`config.mk`:
```
export PLATFORM = sky130hd
export DESIGN_NAME = rss_exec
export DESIGN_NICKNAME = d
export VERILOG_FILES = /design/src/include/rss_pkg.sv /design/src/include/rss_alu_if.sv /design/src/hw/rss_alu.sv /design/src/hw/rss_exec.sv
export VERILOG_INCLUDE_DIRS = /design/src /design/src/include
export SDC_FILE = /design/constraint.sdc
export NUM_CORES = 1
export LEC_CHECK = 0
export BUFFER_PORTS_ARGS = -buffer_cell sky130_fd_sc_hd__buf_2
export CAP_MARGIN = 20
export CORE_UTILIZATION = 35
export DETAILED_ROUTE_END_ITERATION = 10
export PLACE_DENSITY = 0.59
export SETUP_SLACK_MARGIN = 0.3
export SYNTH_ARGS = -nofsm -noshare
export SYNTH_HDL_FRONTEND = slang
export SYNTH_SLANG_ARGS = --single-unit
export TNS_END_PERCENT = 30
```
`constraint.sdc`:
```
create_clock -name sys_clk -period 1.6 [get_ports sys_clk]
set_clock_uncertainty 0.2 [all_clocks]
set_input_delay 0.08 -clock sys_clk [delete_from_list [all_inputs] [get_ports sys_clk]]
set_output_delay 0.08 -clock sys_clk [all_outputs]
set_load 0.1 [all_outputs]
```
`src/include/rss_defs.svh`:
```
// constants for the rotate/subtract/halt execution block
`ifndef RSS_DEFS_SVH
`define RSS_DEFS_SVH
`define RSS_ACC_RST 8'h00
`define RSS_WDOG_CLR 8'h00
`define RSS_PRESC_CLR 8'h00
`define RSS_DEST_ACC 1'b0
`define RSS_DEST_FILE 1'b1
`define RSS_OP_CYCLES 1
`endif

```
`src/include/rss_pkg.sv`:
```
// types for the rotate/subtract/halt execution block
package rss_pkg;
	typedef enum logic [2:0] {
		RSS_OP_NONE,
		RSS_OP_RLC,
		RSS_OP_RRC,
		RSS_OP_SUBL,
		RSS_OP_HALT
	} rss_op_e;
endpackage

```
`src/include/rss_alu_if.sv`:
```
// operand and result bundle between the execution top and its arithmetic unit
`timescale 1ns/1ps
interface rss_alu_if;
	rss_pkg::rss_op_e op;
	logic [7:0] operand;
	logic [7:0] acc;
	logic carry_in;
	logic [7:0] result;
	logic carry_out;
	logic half_carry_out;
	modport core (output op, output operand, output acc, output carry_in,
		input result, input carry_out, input half_carry_out);
	modport unit (input op, input operand, input acc, input carry_in,
		output result, output carry_out, output half_carry_out);
endinterface

```
`src/hw/rss_alu.sv`:
```
// combinational rotate and subtract unit
`timescale 1ns/1ps
module rss_alu (
	rss_alu_if.unit alu
);
	// ----------------------------------------
	// arithmetic
	// ----------------------------------------
	wire [8:0] sub_full;
	wire [4:0] sub_low;
	wire [7:0] rlc_res;
	wire [7:0] rrc_res;
	// ninth bit of k + ~w + 1 is the inverted borrow
	assign sub_full = {1'b0, alu.operand} + {1'b0, ~alu.acc} + 9'h001;
	assign sub_low = {1'b0, alu.operand[3:0]} + {1'b0, ~alu.acc[3:0]} + 5'h01;
	assign rlc_res = {alu.operand[6:0], alu.carry_in};
	assign rrc_res = {alu.carry_in, alu.operand[7:1]};

	always_comb begin
		alu.result = alu.operand;
		alu.carry_out = alu.carry_in;
		alu.half_carry_out = 1'b0;
		unique case (alu.op)
			rss_pkg::RSS_OP_RLC: begin
				alu.result = rlc_res;
				alu.carry_out = alu.operand[7];
			end
			rss_pkg::RSS_OP_RRC: begin
				alu.result = rrc_res;
				alu.carry_out = alu.operand[0];
			end
			rss_pkg::RSS_OP_SUBL: begin
				alu.result = sub_full[7:0];
				alu.carry_out = sub_full[8];
				alu.half_carry_out = sub_low[4];
			end
			rss_pkg::RSS_OP_NONE, rss_pkg::RSS_OP_HALT: begin
				alu.result = alu.operand;
			end
			// three codes of the field are unused; they pass the operand through
			default: begin
				alu.result = alu.operand;
			end
		endcase
	end
endmodule

```
`src/hw/rss_exec.sv`:
```
// execution of rotate, subtract-from-literal and halt for an 8-bit core
// ----------------------------------------
// Notes on behaviour
// - rotate left: carry into bit0, bit7 out
// - rotate right: carry into bit7, bit0 out
// - target 0 writes accumulator, 1 writes file
// - literal minus accumulator into accumulator
// - carry set when accumulator at most literal
// - half carry from low nibble comparison
// - halt clears watchdog counter and prescaler
// - halt clears powerdown, sets timeout bit
// - halt stops execution until wake-up
// ----------------------------------------
`timescale 1ns/1ps
`include "rss_defs.svh"
module rss_exec (
	// clock and reset
	input wire logic sys_clk,
	input wire logic rstn,
	// instruction issue, one per cycle
	input wire logic op_valid,
	input wire rss_pkg::rss_op_e op_code,
	input wire logic target_sel,
	input wire logic [7:0] file_operand,
	input wire logic [7:0] literal,
	// wake-up request from outside the core clock
	input wire logic wake_req,
	// accumulator and flags
	output logic [7:0] acc_out,
	output logic carry_flag,
	output logic half_carry_flag,
	// file register write-back
	output logic file_we,
	output logic [7:0] file_wdata,
	// power state
	output logic watchdog_clear,
	output logic powerdown_flag,
	output logic timeout_status_bit,
	output logic halted,
	output logic op_ready
);
	// ----------------------------------------
	// reset release and wake synchroniser
	// ----------------------------------------
	logic rst_meta_r, rst_sync_r;
	logic wake_meta_r, wake_sync_r;

	always_ff @(posedge sys_clk or negedge rstn) begin
		if (!rstn) begin
			rst_meta_r <= 1'b0;
			rst_sync_r <= 1'b0;
		end else begin
			rst_meta_r <= 1'b1;
			rst_sync_r <= rst_meta_r;
		end
	end

	wire rst_n = rst_sync_r;

	always_ff @(posedge sys_clk or negedge rst_n) begin
		if (!rst_n) begin
			wake_meta_r <= 1'b0;
			wake_sync_r <= 1'b0;
		end else begin
			wake_meta_r <= wake_req;
			wake_sync_r <= wake_meta_r;
		end
	end

	// ----------------------------------------
	// state and operand routing
	// ----------------------------------------
	typedef enum logic {RSS_RUN, RSS_HALT} rss_state_e;
	rss_state_e state_r, state_nxt;
	logic [7:0] acc_r;
	logic carry_r, half_r;
	logic [7:0] wdog_r, presc_r;
	logic pd_r, to_r;
	logic fwe_r;
	logic [7:0] fdata_r;
	logic wclr_r;

	rss_alu_if alu_bus ();
	rss_alu u_alu (
		.alu(alu_bus.unit)
	);

	// halted core takes nothing, so the operand bus sees no operation
	wire issue = op_valid && (state_r == RSS_RUN);
	wire is_rot = issue && (op_code == rss_pkg::RSS_OP_RLC || op_code == rss_pkg::RSS_OP_RRC);
	wire is_sub = issue && (op_code == rss_pkg::RSS_OP_SUBL);
	wire is_halt = issue && (op_code == rss_pkg::RSS_OP_HALT);
	wire rot_to_file = is_rot && (target_sel == `RSS_DEST_FILE);
	wire rot_to_acc = is_rot && (target_sel == `RSS_DEST_ACC);

	assign alu_bus.op = issue ? op_code : rss_pkg::RSS_OP_NONE;
	assign alu_bus.operand = is_sub ? literal : file_operand;
	assign alu_bus.acc = acc_r;
	assign alu_bus.carry_in = carry_r;

	always_comb begin
		state_nxt = state_r;
		if (is_halt) begin
			state_nxt = RSS_HALT;
		end else if (state_r == RSS_HALT && wake_sync_r) begin
			state_nxt = RSS_RUN;
		end
	end

	// ----------------------------------------
	// registers, every operation retires in one cycle
	// ----------------------------------------
	always_ff @(posedge sys_clk or negedge rst_n) begin
		if (!rst_n) begin
			state_r <= RSS_RUN;
			acc_r <= `RSS_ACC_RST;
			carry_r <= 1'b0;
			half_r <= 1'b0;
			fwe_r <= 1'b0;
			fdata_r <= 8'h00;
			wclr_r <= 1'b0;
		end else begin
			state_r <= state_nxt;
			fwe_r <= rot_to_file;
			fdata_r <= rot_to_file ? alu_bus.result : fdata_r;
			wclr_r <= is_halt;
			if (rot_to_acc || is_sub) begin
				acc_r <= alu_bus.result;
			end
			if (is_rot || is_sub) begin
				carry_r <= alu_bus.carry_out;
			end
			if (is_sub) begin
				half_r <= alu_bus.half_carry_out;
			end
		end
	end

	// power status: reset powers up with both bits high
	always_ff @(posedge sys_clk or negedge rst_n) begin
		if (!rst_n) begin
			pd_r <= 1'b1;
			to_r <= 1'b1;
			wdog_r <= `RSS_WDOG_CLR;
			presc_r <= `RSS_PRESC_CLR;
		end else if (is_halt) begin
			pd_r <= 1'b0;
			to_r <= 1'b1;
			wdog_r <= `RSS_WDOG_CLR;
			presc_r <= `RSS_PRESC_CLR;
		end else if (state_r == RSS_RUN) begin
			// the count advances only while running; the oscillator is off in halt
			{wdog_r, presc_r} <= {wdog_r, presc_r} + 16'h0001;
		end
	end

	// ----------------------------------------
	// outputs
	// ----------------------------------------
	assign acc_out = acc_r;
	assign carry_flag = carry_r;
	assign half_carry_flag = half_r;
	assign file_we = fwe_r;
	assign file_wdata = fdata_r;
	assign watchdog_clear = wclr_r;
	assign powerdown_flag = pd_r;
	assign timeout_status_bit = to_r;
	assign halted = (state_r == RSS_HALT);
	assign op_ready = (state_r == RSS_RUN);
endmodule

```
After elaboration in Yosys (flattened, before gate mapping)
Cells that the tools add are included.
Storage, ports and cells
  flip-flop bits (word level): 26
  output and inout bits: 24
Cells by class
  add/subtract/negate cells: 4
  equality and inequality tests: 7
  multiplexer cells: 7
  bitwise operators: 4
  reductions and logical operators: 13
Operators with widths (count)
  case mux 8 bit (3 select lines): 1
  == test 3 x 2 -> 1 bit (second input constant): 4
  adder 8 x 8 -> 9 bit: 1
  adder 9 x 1 -> 9 bit (second input constant): 1
  two-way mux 8 bit: 1
  inverter 8 bit: 1
  logical AND 1 bit: 7
  == test 3 x 1 -> 1 bit (second input constant): 2
  adder 4 x 4 -> 5 bit: 1
  adder 5 x 1 -> 5 bit (second input constant): 1
  inverter 4 bit: 1
  == test 3 bit (second input constant): 1
  logical OR 1 bit: 3
  two-way mux 1 bit: 3
  two-way mux 3 bit: 1
  case mux 1 bit (3 select lines): 1
  nonzero test 3 bit: 1
  inverter 1 bit: 2
  AND reduction 2 bit: 1
  nonzero test 2 bit: 1

Logic depth before layout (Yosys ltp)
  word-level depth: 7
  mapped depth: 12
  mapped depth without buffers: 11

Modules after synthesis
A second synthesis with hierarchy kept.
Second synthesis, totals
  cell total of the unflattened synthesis: 186
  area, all modules: 1836.8 µm²
Modules (own cells, without submodules)
  rss_exec: instances 1, cells an instance 74, area an instance 1097.3 µm²
  rss_alu: instances 1, cells an instance 112, area an instance 739.5 µm²

Least setup slack after synthesis
OpenSTA, ideal clock, no wires.
  kind: flip-flop to flip-flop
  from: reg state_r, in the netlist halted
  to: reg acc_r[4], in the netlist acc_out[4]
  arrival time: 3.204 ns
  required time: 1.272 ns
  slack: -1.932 ns
  stages on the path, launching flop included: 13
  buffers on the path: 1
  clock period less this slack: 3.532 ns
  cell sequence: dfrtp_1 -> nor3b_2 -> nand3_2 -> buf_4 -> mux2i_1 -> ha_1 -> inv_1 -> fa_1 -> a21o_1 -> a21oi_1 -> xor2_1 -> o21ai_1 -> mux2_1
Between the ends
  longest elaborated chain between the ends: 7
RTL lines
  start, declared: RTL line rss_exec.sv:74  | rss_state_e state_r, state_nxt;
  start signal, assigned: RTL line rss_exec.sv:123  | state_r <= state_nxt;
  inverter 1 bit *: RTL line rss_exec.sv:89  | wire issue = op_valid && (state_r == RSS_RUN);
  logical AND 1 bit *: RTL line rss_exec.sv:89
  logical AND 1 bit: RTL line rss_exec.sv:91  | wire is_sub = issue && (op_code == rss_pkg::RSS_OP_SUBL);
  two-way mux 8 bit: RTL line rss_exec.sv:97  | assign alu_bus.operand = is_sub ? literal : file_operand;
  adder 8 x 8 -> 9 bit: RTL line rss_alu.sv:14  | assign sub_full = {1'b0, alu.operand} + {1'b0, ~alu.acc} + 9'h001;
  adder 9 x 1 -> 9 bit: RTL line rss_alu.sv:14
  case mux 8 bit (3 select lines): RTL line rss_alu.sv:23  | unique case (alu.op)
  end signal, assigned: RTL line rss_exec.sv:116  | acc_r <= `RSS_ACC_RST;
  end signal, assigned: RTL line rss_exec.sv:128  | acc_r <= alu_bus.result;
  end, declared: RTL line rss_exec.sv:75  | logic [7:0] acc_r;
Mark *: on every way between the ends. The rest lies on a longest branch, timed or not.
A chain may end at the register's enable or synchronous reset.

Final worst setup path
  from: reg state_r, in the netlist halted
  to: reg fdata_r[4], in the netlist file_wdata[4]
Between the ends
  longest elaborated chain between the ends: 7
RTL lines
  inverter 1 bit *: RTL line rss_exec.sv:89
  logical AND 1 bit *: RTL line rss_exec.sv:89
  logical AND 1 bit: RTL line rss_exec.sv:91
  two-way mux 8 bit: RTL line rss_exec.sv:97
  adder 8 x 8 -> 9 bit: RTL line rss_alu.sv:14
  adder 9 x 1 -> 9 bit: RTL line rss_alu.sv:14
  case mux 8 bit (3 select lines): RTL line rss_alu.sv:23
  end signal, assigned: RTL line rss_exec.sv:125  | fdata_r <= rot_to_file ? alu_bus.result : fdata_r;
  end, declared: RTL line rss_exec.sv:80  | logic [7:0] fdata_r;
Marked as above.

==> flow_summary.json <==
{
  "grt_pass1_wl_um": 7631,
  "switching_share_pct": 48.97,
  "avgSynthCellArea_um2": 9.554,
  "rows": 24,
  "drt-vias-per-instance": 4.846,
  "fin_ws_ns": -1.350,
  "cpPeakStageDelay_ns": 0.50,
  "drt-initial-drc-count": 108,
  "crit_type": "register to register",
  "cp_slowest_cell": "dfrtp_4",
  "worstPathRequired_ns": 1.57,
  "grt_max_degree": 20,
  "fmaxAchievable_ghz": 0.3390,
  "end_kind": "register",
  "clk_pin_slew_worst_paths_ns": 0.09,
  "dieArea_um2": 5001,
  "start_kind": "register",
  "p_int_mw": 1.890,
  "violations": "design-rule violations, negative hold slack, negative setup slack",
  "drc": 10,
  "boundaryPins": 48,
  "ys_warn_count": 0,
  "fin_crit_ns": 2.950,
  "drtPass1Iterations": 7,
  "pwr_density_cell_nw_per_um2": 1331,
  "max-cap-violations": 0,
  "clk_latency_ns": 0.28,
  "post_drt_wl_per_cell_um": 14.39,
  "path_buf_inv": 1,
  "clkPwrFrac_pct": 11.9,
  "h-tree-depth": 1,
  "min_path_type": "input pin to register",
  "period_share_pct": 184.4,
  "seqPwrFrac_pct": 23.2,
  "die_x_um": 70.72,
  "cp.arrival_ns": 2.92,
  "fillers": 380,
  "grt_setup_unrepaired": "true",
  "synthFlopType": "dfrtp_1",
  "peakVddDrop_mv": 0.6010,
  "cp_cell_sequence": "nor3b_4 -> nand3_4 -> mux2i_2 -> ha_2 -> inv_2 -> fa_2 -> a21o_1 -> a21oi_2 -> xor2_1 -> o21ai_1 -> mux2_4",
  "nets": 314,
  "async_flop_share_pct": 100.0,
  "cts_made_buffers": 3,
  "drv_slew": 0,
  "status": "finished with violations",
  "synth_edf_count": 0,
  "coreArea_um2": 4444,
  "vias": 1604,
  "clock-root-buffer": "clkbuf_8",
  "drive_above_1_share_pct": 54.12,
  "synth_seq_cells": 26,
  "total_power_mw": 3.704,
  "grt_pass1_vias": 1605,
  "hold_violations": 24,
  "synth.distinct_cells": 48,
  "drtAntennaViolNets": 0,
  "wirelength_um": 4762,
  "die_h_um": 70.72,
  "fin_area_um2": 2783,
  "port_buffers": 46,
  "gp_congestion": 0.8325,
  "grt.overflow.total": 0,
  "diodes": 0,
  "whs_ns": -0.1002,
  "start_util_pct": 37.19,
  "pwr-share-comb_pct": 64.9,
  "syn_inst": 173,
  "cts_hold_buf": 5,
  "cts.sinks": 26,
  "tritoncts": "done",
  "power.switching_mw": 1.814,
  "ys_seq_area_share_pct": 39.44,
  "syn_area_um2": 1653,
  "grtUsageTotal_pct": 19.65,
  "dp_hpwl_um": 3461,
  "cts_buffer_depth": 2,
  "finalSetupViolations": 19,
  "power.leakage_nw": 1.385,
  "cp_max_fo": 4,
  "antenna_found_initial": 0,
  "area_growth_pct": 68.36,
  "dpl_cell_area_um2": 2340,
  "cp_top_family": "adder cells"
}
==> worst min-delay path, cell delays in order <==
cell and delay, ns:
buf_2 0.13, nand3_4 0.08, inv_6 0.05
==> per-layer routing <==
layer,GRT usage [%],vias to the layer above,wire length [um],share of wire (%)
met4,7.778,0,50,1.0
met1,27.15,736,2247,47
met3,2.564,5,163,3.4
met2,31.41,43,2300,48
met5,0,-,0,0
li1,-,820,-,-
==> synthesized netlist by cell type (all sizes together) (3+ instances only) <==
cell	count	share of area, %
mux2i	4	2.4
nand2	14	3.2
mux2	14	9.5
a21o	3	1.4
ha	9	6.8
nor2	8	1.8
nand3	5	2.1
o21ai	16	4.8
buf	4	1.5
a21oi	11	3.6
nand2b	4	1.5
and3	3	1.1
inv	17	3.9
dfrtp	25	38
==> sequential cells by signal, indices dropped and copies added (netlist names) <==
register         cells
half_carry_flag      1
wake_sync_r          1
watchdog_clear       1
file_wdata           8
wake_meta_r          1
carry_flag           1
powerdown_flag       1
acc_out              8
rst_n                1
file_we              1
rst_meta_r           1
halted               1
==> worst paths after layout <==
| kind | start | end | slack, ns | cells after the start |
|---|---|---|---|---|
| worst min register to register | rst_n | watchdog_clear | -0.01 | 1 |
| max in group asynchronous | rstn | rst_meta_r | 0.64 | 3 |
| worst max register to register | halted | file_wdata[4] | -1.35 | 11 |
| worst max-delay path | halted | file_wdata[4] | -1.35 | 11 |
| worst min-delay path | target_sel | file_we | -0.10 | 3 |
| min in group asynchronous | rst_n | watchdog_clear | -0.01 | 1 |
==> stage by stage <==
stage | utilization (%) | TNS (ns) | std cells | setup WS [ns]
after CTS | 59.46 | -16.82 | 327 | -1.297
after detailed placement | 52.65 | -16.61 | 313 | -1.313
after global placement | 52.65 | -15.68 | 313 | -1.250
final | 62.61 | -17.67 | 331 | -1.350
after floorplan | - | -22.06 | 174 | -1.597
after global routing | 62.61 | -19.56 | 331 | -1.458
==> power by group through the flow <==
stage	clock network, mW	logic, mW	registers (mW)
after global placement	0	2.04	0.857
after CTS	0.448	2.27	0.854
after detailed placement	0	2.05	0.861
after global routing	0.477	2.54	0.874
after floorplan	0	0.568	1.79
final	0.442	2.40	0.859
==> cells in the final DEF (no fill, tap or decap), drive strengths merged, types with 2 or more instances in the layout <==
cell / count
buf: 101
dfrtp: 25
inv: 17
o21ai: 16
nand2: 14
mux2: 14
a21oi: 11
ha: 9
nor2: 8
dlygate4sd3: 5
clkbuf: 5
nand3: 5
nand2b: 4
mux2i: 4
a21o: 3
and3: 3
xor2: 2
nand3b: 2
o21bai: 2
a31oi: 2
a2bb2oi: 2
nor3: 2
conb: 2
nor2b: 2
==> cells by family (layout without fill, tap and decap cells) <==
logic type	count (synthesis)	count (layout)	share of synthesized area, %
mux	18	18	11.96
other cells	1	2	0.2269
flops	26	26	39.44
simple gates	45	45	14.46
xor+xnor	3	3	1.590
fa+ha+maj	11	11	8.706
buf+inv	23	128	5.829
compound gates	46	46	17.79
==> final cells by class <==
| class | count | area, um2 | area share, % |
|---|---|---|---|
| timing repair buffer | 107 | 853.3 | 30.67 |
| tap | 52 | 65.06 | 2.338 |
| clock buffer | 4 | 55.05 | 1.978 |
| sequential | 26 | 655.6 | 23.56 |
| multi-input combinational | 125 | 1082 | 38.89 |
| inverter | 17 | 71.32 | 2.563 |
==> timing repair <==
item,in CTS,in global routing
gates cloned,0,1
setup endpoints to repair,44,28
pin swaps,10,7
hold endpoints to repair,6,1
buffers inserted,5,3
gates resized for setup,51,29
(Power assumes the default switching activity.)
